`src/shared/rst_seq_pkg.sv`:
```
// constants, encodings and register map of the reset and time-out sequencer
package rst_seq_pkg;
  // clocking and time-out figures
  localparam int unsigned CLK_HZ = 10_000_000;
  localparam int unsigned LFOSC_HZ = 31_000;
  localparam int unsigned POWER_UP_TIMER_MS = 64;
  // low-frequency tick period in system cycles, rounded down
  localparam int unsigned LF_DIV_CYCLES = CLK_HZ / LFOSC_HZ;
  // power-up delay expressed in low-frequency ticks
  localparam int unsigned POWER_UP_TIMER_LF_TICKS = (POWER_UP_TIMER_MS * LFOSC_HZ) / 1000;
  // oscillator start-up wait in main oscillator periods
  localparam int unsigned OST_OSC_CYCLES = 1024;
  localparam int CNT_W = 16;
  localparam int OST_W = 11;

  // register bus geometry: byte address, one word per register index
  localparam int ADDR_W = 10;
  localparam int IDX_W = 8;
  localparam logic [IDX_W-1:0] IDX_CORE_STATUS = 8'h03;
  localparam logic [IDX_W-1:0] IDX_POWER_CONTROL = 8'h8E;

  // core status field positions
  localparam int ST_TO = 4;
  localparam int ST_PD = 3;
  // power control field positions
  localparam int PC_ULTRA_LOW_POWER_WAKE_ENABLE = 5;
  localparam int PC_SOFT_BROWNOUT_ENABLE = 4;
  localparam int PC_POR = 1;
  localparam int PC_BOD = 0;

  // reset values
  localparam logic ULTRA_LOW_POWER_WAKE_ENABLE_RST = 1'b0;
  localparam logic SOFT_BROWNOUT_ENABLE_PWR_RST = 1'b1;
  localparam logic BOD_FLAG_RST = 1'b1;
  localparam logic [2:0] ST_UPPER_RST = 3'h0;
  localparam logic [2:0] ST_LOWER_RST = 3'h0;

  // brown-out detector modes
  typedef enum logic [1:0] {
    BOD_OFF = 2'b00,
    BOD_SOFT = 2'b01,
    BOD_SLEEP_GATED = 2'b10,
    BOD_ALWAYS = 2'b11
  } bod_mode_t;

  // sequencer states, gray along hold, power-up, start-up, run, sleep
  typedef enum logic [2:0] {
    S_HOLD = 3'b000,
    S_POWER_UP_TIMER = 3'b001,
    S_OST = 3'b011,
    S_RUN = 3'b010,
    S_SLEEP = 3'b110
  } seq_state_t;
endpackage

```
`src/logic/reset_timeout_sequencer.sv`:
```
// reset sequencing, brown-out gating and reset cause flags with an avalon slave
//
// Function
// - 64 ms power-up delay after power-on/brown-out only
// - power-up delay counts low-frequency oscillator ticks
// - chip held in reset while delay runs
// - active-low enable bit turns delay on/off
// - mode field; mode 01 uses software enable
// - sleep-gated mode: detector off in sleep
// - long supply dip below threshold resets chip
// - wait for supply, then optional 64 ms
// - brown-out during delay restarts it fully
// - start-up wait after power-up delay, or alone with delay off or on wake
// - crystal modes wait 1024 oscillator periods
// - other clock modes skip start-up wait
// - two-speed/fail-safe: run internal clock during wait
// - pin low past time-outs, release runs at once
// - brown-out clears flag bit 0; software sets
// - power-on clears flag bit 1; software sets
// - cause flags follow the reset type table
// - power and other resets load distinct values
// - power control map; unused bits read zero
// - watchdog reset never drives the reset pin
`timescale 1ns/1ps
module reset_timeout_sequencer #(
  parameter int unsigned LF_DIV = rst_seq_pkg::LF_DIV_CYCLES,
  parameter int unsigned POWER_UP_TIMER_TICKS = rst_seq_pkg::POWER_UP_TIMER_LF_TICKS,
  parameter int unsigned OST_CYCLES = rst_seq_pkg::OST_OSC_CYCLES
) (
  // clock and reset
  input wire logic clk,
  input wire logic rst,
  // configuration word
  input wire logic power_up_timer_enable_n,
  input wire rst_seq_pkg::bod_mode_t brownout_mode_select,
  input wire logic osc_crystal,
  input wire logic two_speed_en,
  input wire logic fail_safe_en,
  // analog monitors and pin
  input wire logic por_active,
  input wire logic vdd_above_bod,
  input wire logic bod_trip,
  input wire logic external_reset_pin_n,
  // core and clock events
  input wire logic osc_tick,
  input wire logic wdt_reset,
  input wire logic wdt_wake,
  input wire logic irq_wake,
  input wire logic sleep_entry,
  input wire logic wdt_clear,
  // avalon-mm slave
  input wire logic [rst_seq_pkg::ADDR_W-1:0] address,
  input wire logic read,
  input wire logic write,
  input wire logic [31:0] writedata,
  output logic [31:0] readdata,
  output logic waitrequest,
  // towards core, clocks and analog
  output logic chip_reset,
  output logic internal_oscillator_exec,
  output logic ost_running,
  output logic bod_enable,
  output logic reset_pin_oe
);
  import rst_seq_pkg::*;

  seq_state_t state_q, state_d;
  logic [CNT_W-1:0] lf_div_q, lf_div_d;
  logic [CNT_W-1:0] power_up_timer_cnt_q, power_up_timer_cnt_d;
  logic [OST_W-1:0] ost_cnt_q, ost_cnt_d;
  logic power_up_q, power_up_d;
  logic external_reset_pin_n_prev_q;
  logic ultra_low_power_wake_enable_q, ultra_low_power_wake_enable_d;
  logic soft_brownout_enable_q, soft_brownout_enable_d;
  logic por_n_q, por_n_d;
  logic bod_n_q, bod_n_d;
  logic to_n_q, to_n_d;
  logic pd_n_q, pd_n_d;
  logic [2:0] st_upper_q, st_upper_d;
  logic [2:0] st_lower_q, st_lower_d;
  logic wait_q;
  logic [31:0] rdata_q;
  logic chip_reset_q, internal_oscillator_exec_q, ost_running_q, bod_enable_q, pin_oe_q;

  // detector enable per mode; off mode never trips
  wire soft_mode = (brownout_mode_select == BOD_SOFT);
  wire gated_mode = (brownout_mode_select == BOD_SLEEP_GATED);
  wire always_mode = (brownout_mode_select == BOD_ALWAYS);
  wire bod_en = always_mode
    | (soft_mode & soft_brownout_enable_q)
    | (gated_mode & (state_q != S_SLEEP));
  // the analog side already filters dips shorter than the minimum duration
  wire bod_hit = bod_trip & bod_en;

  // low-frequency time base; a divider because there is only one clock
  wire lf_tick = (lf_div_q == CNT_W'(LF_DIV - 1));
  wire power_up_timer_done = (power_up_timer_cnt_q == CNT_W'(POWER_UP_TIMER_TICKS));
  wire ost_done = (ost_cnt_q == OST_W'(OST_CYCLES));
  wire power_up_timer_on = ~power_up_timer_enable_n;
  wire fast_start = two_speed_en | fail_safe_en;

  // reset pin events, pin taken as synchronous
  wire external_reset_pin_n_fall = external_reset_pin_n_prev_q & ~external_reset_pin_n;
  wire external_reset_pin_n_low = ~external_reset_pin_n;
  wire hold_exit = ~por_active & vdd_above_bod & ~bod_hit;
  wire power_evt = por_active | bod_hit;
  wire other_rst = wdt_reset | (external_reset_pin_n_fall & (state_q == S_RUN));

  // bus decode; one wait state, answer on the following edge
  wire [IDX_W-1:0] reg_idx = address[ADDR_W-1:2];
  wire hit_status = (reg_idx == IDX_CORE_STATUS);
  wire hit_power_control_flags = (reg_idx == IDX_POWER_CONTROL);
  wire bus_done = (read | write) & ~wait_q;
  wire wr_status = write & bus_done & hit_status;
  wire wr_power_control_flags = write & bus_done & hit_power_control_flags;
  wire [7:0] status_rd = {st_upper_q, to_n_q, pd_n_q, st_lower_q};
  // only four bits of power control are implemented, others read zero
  wire [7:0] power_control_flags_rd = {2'b00, ultra_low_power_wake_enable_q, soft_brownout_enable_q, 2'b00, por_n_q, bod_n_q};
  wire [7:0] rd_sel = hit_status ? status_rd : (hit_power_control_flags ? power_control_flags_rd : 8'h00);

  // sequencer next state
  always_comb begin
    state_d = state_q;
    power_up_d = power_up_q;
    power_up_timer_cnt_d = power_up_timer_cnt_q;
    ost_cnt_d = ost_cnt_q;
    if (power_evt) begin
      // brown-out or power-on restarts the full sequence
      state_d = S_HOLD;
      power_up_d = 1'b1;
      power_up_timer_cnt_d = '0;
      ost_cnt_d = '0;
    end else if (wdt_reset) begin
      // internal reset only, no power-up delay afterwards
      state_d = S_HOLD;
      power_up_d = 1'b0;
    end else begin
      case (state_q)
        S_HOLD: begin
          if (hold_exit) begin
            power_up_timer_cnt_d = '0;
            ost_cnt_d = '0;
            if (power_up_q && power_up_timer_on) begin
              state_d = S_POWER_UP_TIMER;
            end else if (power_up_q && osc_crystal) begin
              state_d = S_OST;
            end else begin
              // non-crystal modes with the delay disabled have no time-out
              state_d = S_RUN;
            end
          end
        end
        S_POWER_UP_TIMER: begin
          if (!vdd_above_bod) begin
            state_d = S_HOLD;
            power_up_timer_cnt_d = '0;
          end else if (power_up_timer_done) begin
            // start-up wait strictly follows the power-up delay
            state_d = osc_crystal ? S_OST : S_RUN;
          end else if (lf_tick) begin
            power_up_timer_cnt_d = power_up_timer_cnt_q + CNT_W'(1);
          end
        end
        S_OST: begin
          if (ost_done) begin
            state_d = S_RUN;
            power_up_d = 1'b0;
          end else if (osc_tick) begin
            ost_cnt_d = ost_cnt_q + OST_W'(1);
          end
        end
        S_RUN: begin
          power_up_d = 1'b0;
          if (sleep_entry) begin
            state_d = S_SLEEP;
          end
        end
        S_SLEEP: begin
          if (external_reset_pin_n_fall) begin
            state_d = S_RUN;
          end else if (irq_wake || wdt_wake) begin
            ost_cnt_d = '0;
            state_d = osc_crystal ? S_OST : S_RUN;
          end
        end
        default: begin
          state_d = S_HOLD;
        end
      endcase
    end
  end

  // divider restarts with each power-up delay so the first tick is a full one
  always_comb begin
    if (lf_tick || state_q != S_POWER_UP_TIMER) begin
      lf_div_d = '0;
    end else begin
      lf_div_d = lf_div_q + CNT_W'(1);
    end
  end

  // power control flags; hardware events win over a software write
  always_comb begin
    ultra_low_power_wake_enable_d = ultra_low_power_wake_enable_q;
    soft_brownout_enable_d = soft_brownout_enable_q;
    por_n_d = por_n_q;
    bod_n_d = bod_n_q;
    if (wr_power_control_flags) begin
      ultra_low_power_wake_enable_d = writedata[PC_ULTRA_LOW_POWER_WAKE_ENABLE];
      soft_brownout_enable_d = writedata[PC_SOFT_BROWNOUT_ENABLE];
      por_n_d = writedata[PC_POR];
      bod_n_d = writedata[PC_BOD];
    end
    if (power_evt) begin
      ultra_low_power_wake_enable_d = ULTRA_LOW_POWER_WAKE_ENABLE_RST;
      soft_brownout_enable_d = SOFT_BROWNOUT_ENABLE_PWR_RST;
    end else if (other_rst) begin
      ultra_low_power_wake_enable_d = ULTRA_LOW_POWER_WAKE_ENABLE_RST;
    end
    if (por_active) begin
      por_n_d = 1'b0;
    end
    if (bod_hit) begin
      bod_n_d = 1'b0;
    end
  end

  // core status; timeout and powerdown flags are read-only to software
  always_comb begin
    st_upper_d = st_upper_q;
    st_lower_d = st_lower_q;
    to_n_d = to_n_q;
    pd_n_d = pd_n_q;
    if (wr_status) begin
      st_upper_d = writedata[7:5];
      st_lower_d = writedata[2:0];
    end
    if (sleep_entry && state_q == S_RUN) begin
      to_n_d = 1'b1;
      pd_n_d = 1'b0;
    end
    if (wdt_clear) begin
      to_n_d = 1'b1;
      pd_n_d = 1'b1;
    end
    if (power_evt) begin
      st_upper_d = ST_UPPER_RST;
      to_n_d = 1'b1;
      pd_n_d = 1'b1;
    end else if (wdt_wake && state_q == S_SLEEP) begin
      to_n_d = 1'b0;
      pd_n_d = 1'b0;
    end else if (wdt_reset) begin
      st_upper_d = ST_UPPER_RST;
      to_n_d = 1'b0;
    end else if (external_reset_pin_n_fall && state_q == S_SLEEP) begin
      st_upper_d = ST_UPPER_RST;
      to_n_d = 1'b1;
      pd_n_d = 1'b0;
    end else if (external_reset_pin_n_fall) begin
      st_upper_d = ST_UPPER_RST;
    end
  end

  // time-outs run regardless of the pin; the pin only adds its own hold
  wire seq_hold = (state_q == S_HOLD) | (state_q == S_POWER_UP_TIMER)
    | ((state_q == S_OST) & ~fast_start);
  wire chip_reset_d = seq_hold | external_reset_pin_n_low | wdt_reset;
  wire internal_oscillator_exec_d = (state_q == S_OST) & fast_start;

  // sequencer and counters
  always_ff @(posedge clk) begin
    if (rst) begin
      state_q <= S_HOLD;
      power_up_q <= 1'b1;
      power_up_timer_cnt_q <= '0;
      ost_cnt_q <= '0;
      lf_div_q <= '0;
      external_reset_pin_n_prev_q <= 1'b1;
    end else begin
      state_q <= state_d;
      power_up_q <= power_up_d;
      power_up_timer_cnt_q <= power_up_timer_cnt_d;
      ost_cnt_q <= ost_cnt_d;
      lf_div_q <= lf_div_d;
      external_reset_pin_n_prev_q <= external_reset_pin_n;
    end
  end

  // software-visible flags; design reset behaves as a power-on
  always_ff @(posedge clk) begin
    if (rst) begin
      ultra_low_power_wake_enable_q <= ULTRA_LOW_POWER_WAKE_ENABLE_RST;
      soft_brownout_enable_q <= SOFT_BROWNOUT_ENABLE_PWR_RST;
      por_n_q <= 1'b0;
      bod_n_q <= BOD_FLAG_RST;
      to_n_q <= 1'b1;
      pd_n_q <= 1'b1;
      st_upper_q <= ST_UPPER_RST;
      st_lower_q <= ST_LOWER_RST;
    end else begin
      ultra_low_power_wake_enable_q <= ultra_low_power_wake_enable_d;
      soft_brownout_enable_q <= soft_brownout_enable_d;
      por_n_q <= por_n_d;
      bod_n_q <= bod_n_d;
      to_n_q <= to_n_d;
      pd_n_q <= pd_n_d;
      st_upper_q <= st_upper_d;
      st_lower_q <= st_lower_d;
    end
  end

  // bus answer: waitrequest drops one cycle after the request appears
  always_ff @(posedge clk) begin
    if (rst) begin
      wait_q <= 1'b1;
      rdata_q <= 32'h0000_0000;
    end else begin
      wait_q <= ~((read | write) & wait_q);
      rdata_q <= {24'h00_0000, rd_sel};
    end
  end

  // registered outputs; the pin driver stays off, watchdog resets stay inside
  always_ff @(posedge clk) begin
    if (rst) begin
      chip_reset_q <= 1'b1;
      internal_oscillator_exec_q <= 1'b0;
      ost_running_q <= 1'b0;
      bod_enable_q <= 1'b0;
      pin_oe_q <= 1'b0;
    end else begin
      chip_reset_q <= chip_reset_d;
      internal_oscillator_exec_q <= internal_oscillator_exec_d;
      ost_running_q <= (state_q == S_OST);
      bod_enable_q <= bod_en;
      pin_oe_q <= 1'b0;
    end
  end

  assign readdata = rdata_q;
  assign waitrequest = wait_q;
  assign chip_reset = chip_reset_q;
  assign internal_oscillator_exec = internal_oscillator_exec_q;
  assign ost_running = ost_running_q;
  assign bod_enable = bod_enable_q;
  assign reset_pin_oe = pin_oe_q;
endmodule // reset_timeout_sequencer

```
`config.mk`:
```
export PLATFORM = sky130hd
export DESIGN_NAME = reset_timeout_sequencer
export DESIGN_NICKNAME = d
export VERILOG_FILES = /design/src/shared/rst_seq_pkg.sv /design/src/logic/reset_timeout_sequencer.sv
export SDC_FILE = /design/constraint.sdc
export NUM_CORES = 1
export LEC_CHECK = 0
export BUFFER_PORTS_ARGS = -buffer_cell sky130_fd_sc_hd__buf_4
export CELL_PAD_IN_SITES_DETAIL_PLACEMENT = 1
export CELL_PAD_IN_SITES_GLOBAL_PLACEMENT = 2
export CORE_ASPECT_RATIO = 1.1
export CORE_MARGIN = 10
export CORE_UTILIZATION = 31
export DETAILED_ROUTE_END_ITERATION = 6
export PLACE_DENSITY = 0.8
export SLEW_MARGIN = 20
export SYNTH_ARGS = -nofsm -noshare
export SYNTH_HDL_FRONTEND = slang
export SYNTH_SLANG_ARGS = --single-unit
```
`constraint.sdc`:
```
create_clock -name clk -period 2.2 [get_ports clk]
set_input_delay 0.22 -clock clk [delete_from_list [all_inputs] [get_ports clk]]
set_output_delay 0.22 -clock clk [all_outputs]
set_load 0.02 [all_outputs]
```
==> key figures <==
Status
  • Status: finished clean

Route
  • Vias per cell: 5.11
  • Residual DRC: 0
  • Pre-Repair DR Iteration Count: 4
  • Routed len/inst: between 15 and 20 µm
  • DR iter-0 viols: 110
  • Detail Route Antenna Nets: 0
  • Vias: 3278
  • Final WL: 10.2 mm

CTS
  • Clk buf depth: 2
  • Clk_lat worst skew: between 300 and 400 ps
  • Clock slew at reported path FFs: 60 ps
  • Total CTS buffers: 9
  • Setup bufs post-CTS: 0
  • Hold buffers post-CTS: 0
  • Clk root buf: clkbuf_16
  • Depth of the CTS H-tree: 3
  • CTS sink count: 73
  • CTS tree: yes

Setup path
  • R2R Path Start: ost_cnt_q[0]
  • Top delay family on crit path: compound AO/OA/AOI/OAI gates
  • CP Max Fanout: 13
  • Worst path bufs/invs: 1
  • Critical path startpoint category: register
  • Reg2Reg Depth: 7
  • Critical-path top delay cell: dfxtp_1
  • Critical Path End Type: register
  • CP Cell Sequence: inv_1 -> ha_1 -> nor4b_4 -> a41oi_4 -> o211ai_2 -> o21a_1 -> o21a_1
  • Most used cell, CP: o21a_1
  • Arrival @ worst endpoint: 2280 ps
  • Launch point of the worst path: ost_cnt_q[0]
  • R2r endpoint: ost_cnt_q[8]
  • Reg2Reg Setup Slack: between 150 and 200 ps
  • Critical Path RT: 2430 ps
  • Crit Path Class: register to register
  • Critical Path Max Stage Delay: ~400 ps

Timing
  • Max_slew headroom: 60.1%
  • Fmax achieved: 488 MHz
  • Clock skew: around 5.5 ps
  • Fin Setup TNS: 0 ps
  • Final Hold Fails: 0
  • Slew @ Worst Pin: approximately 600 ps
  • RSZ-0062 raised after global routing: no
  • Pins Over Slew Limit: 0
  • Final WS setup: 153 ps
  • Setup-failing EPs final: 0
  • Crit path time final: 2050 ps
  • Period Utilization, post-route: 93.1%

Synth
  • Cells after Synth: 434
  • Synth unique cells: 65
  • Cell area after synthesis: 3850 µm²
  • Post-synth EDFFs: 0
  • Synth top area share: a little under two fifths
  • FFs w/ async S/R, synth: 0%
  • Synth warn: 0
  • Synth area leader: dfxtp_1
  • Register area share after synthesis: a little under two fifths
  • Top_reg_cell synth: dfxtp_1
  • Register bit count reported by yosys: 73
  • Avg Inst Size Synth: ~8.9 µm²
  • Count leader, synth: dfxtp_1
  • Ranking of synthesized cells by area: dfxtp_1 (38%), buf_4 (5.3%), nor2_1 (4.3%)
  • Synth cell count leaders: dfxtp_1 (73), nor2_1 (44), nand2_1 (29)

Place
  • RePlAce Congestion: 0.747
  • Pre-CTS WS: 108 ps
  • Hpwl dp: approximately 7.7 mm
  • # port buffers: 47
  • Placed cell area: 4260 µm²
  • Post-Place Cells: approximately 630

Cells and area
  • Final instance area: 4590 µm²
  • Area taken by multi-input logic gates: 2120 µm²
  • Fillcell total: between 1000 and 1500
  • Layout cells sized above 1: approximately a fifth
  • Fin cells: around 640
  • ANT cells: 0
  • Area Overhead vs Synth: 19.1%
  • Final nets: 550
  • FF+latch area: around 1500 µm²

Floorplanning
  • Die H: approximately 140 µm
  • Ports: 100
  • Die area: 17300 µm²
  • Chip width: 126 µm
  • Initial Util: a little under a third
  • Core area: 12100 µm²
  • Standard-cell row count: between 40 and 50

Global route
  • Total grt overflow: 0
  • Largest net degree at the start of global routing: 18
  • Global-route wire length before repair: approximately 17 mm
  • Vias in the first global route: 3510
  • Initial antenna violation count: 0
  • Total global-route track usage: between 10% and 20%

Hold path
  • Worst min-delay path endpoint: por_n_q
  • Hold path start: por_active
  • Hold crit path type: input pin to register
  • Hold Path Depth: 2

Job
  • Max-cap violations: 0

Power and ir drop
  • Pwr Density: 667 nW/µm²
  • Pleak: 1.77 nW
  • Worst VDD drop: about 0.00034 V
  • Total power: 3.06 mW
## metal layers
metal | vias to the layer above | global-route usage, % | part of all wire, %
li1 | 1624 | - | -
met1 | 1581 | 13.3 | 46
met2 | 59 | 21.0 | 49
met3 | 14 | 3.68 | 3.5
met4 | 0 | 3.73 | 1.5
met5 | - | 0 | 0
## metrics by stage
stage	hold slack, ps	util, %
6_report	47.6	38.0
3_5_place_dp	402	35.3
5_1_grt	41.9	38.0
3_3_place_gp	397	35.3
2_1_floorplan	299	-
4_1_cts	36.4	37.9
## cells in the final DEF, fill, tap and decap left out, drive strengths merged, types with 10 or more instances in the layout
cell / netlist / routed
mux2i: 11 / 11
conb: 1 / 25
nor2: 45 / 45
o21ai: 11 / 11
clkbuf: 6 / 11
dfxtp: 73 / 73
nor3: 10 / 10
a21oi: 23 / 23
or4: 15 / 15
inv: 16 / 16
buf: 40 / 59
nand2: 29 / 29
o31ai: 18 / 18
nand3: 23 / 23
nand4: 11 / 11
## worst max path at each step
stage / slack [ps] / to / cells past startpoint
after global placement: 150 / power_up_timer_cnt_q[9] / 5
after CTS: 80 / power_up_timer_cnt_q[14] / 5
final: 150 / ost_cnt_q[8] / 7
after floorplan: 450 / ost_cnt_q[6] / 7
after detailed placement: 110 / power_up_timer_cnt_q[3] / 5
after global routing: 10 / ost_cnt_q[8] / 7
## power by group
part / leakage [nW] / internal, mW / total, mW / switching, mW
registers: 0.589 / 1.33 / 1.33 / 0.00459
logic: 1.02 / 0.0722 / 0.196 / 0.124
clock network: 0.152 / 0.945 / 1.53 / 0.588
total: 1.77 / 2.35 / 3.06 / 0.716
## sequential cells by signal, summed over array words and instances, names as in the netlist, 3 cells and up
name,flops
st_lower_q,3
power_up_timer_cnt_q,16
readdata,8
state_q,3
ost_cnt_q,11
lf_div_q,16
st_upper_q,3
## cells by family (layout without fill, tap and decap cells)
family,after synthesis,in the layout,share of synthesized area (%)
multiplexers,11,11,2.86
buffers and inverters,62,91,9.71
XOR/XNOR,14,14,3.18
AO/OA/AOI/OAI,88,88,17.1
adder cells (fa/ha/maj),6,6,1.95
other,1,25,0.0973
flip-flops,73,73,37.9
AND/OR/NAND/NOR,179,179,27.2
## worst register-to-register path, stage by stage (launching register included)
cell and delay [ps]:
dfxtp_1 390, inv_1 60, ha_1 230, nor4b_4 160
a41oi_4 310, o211ai_2 320, o21a_1 280, o21a_1 180
## layout make-up
| cell class | instances | area share, % |
|---|---|---|
| clock buffer | 11 | 5.51 |
| clock inverter | 5 | 1.39 |
| inverter | 16 | 1.31 |
| multi-input combinational | 323 | 46.1 |
| sequential | 73 | 31.8 |
| tap | 154 | 4.20 |
| timing repair buffer | 59 | 9.65 |
## timing repair
action | in CTS | in global routing
endpoints found under the hold margin | 0 | 0
resized for setup | 0 | 2
setup endpoints to repair | 0 | 16
Note: power is estimated with default switching activity, not from simulation.
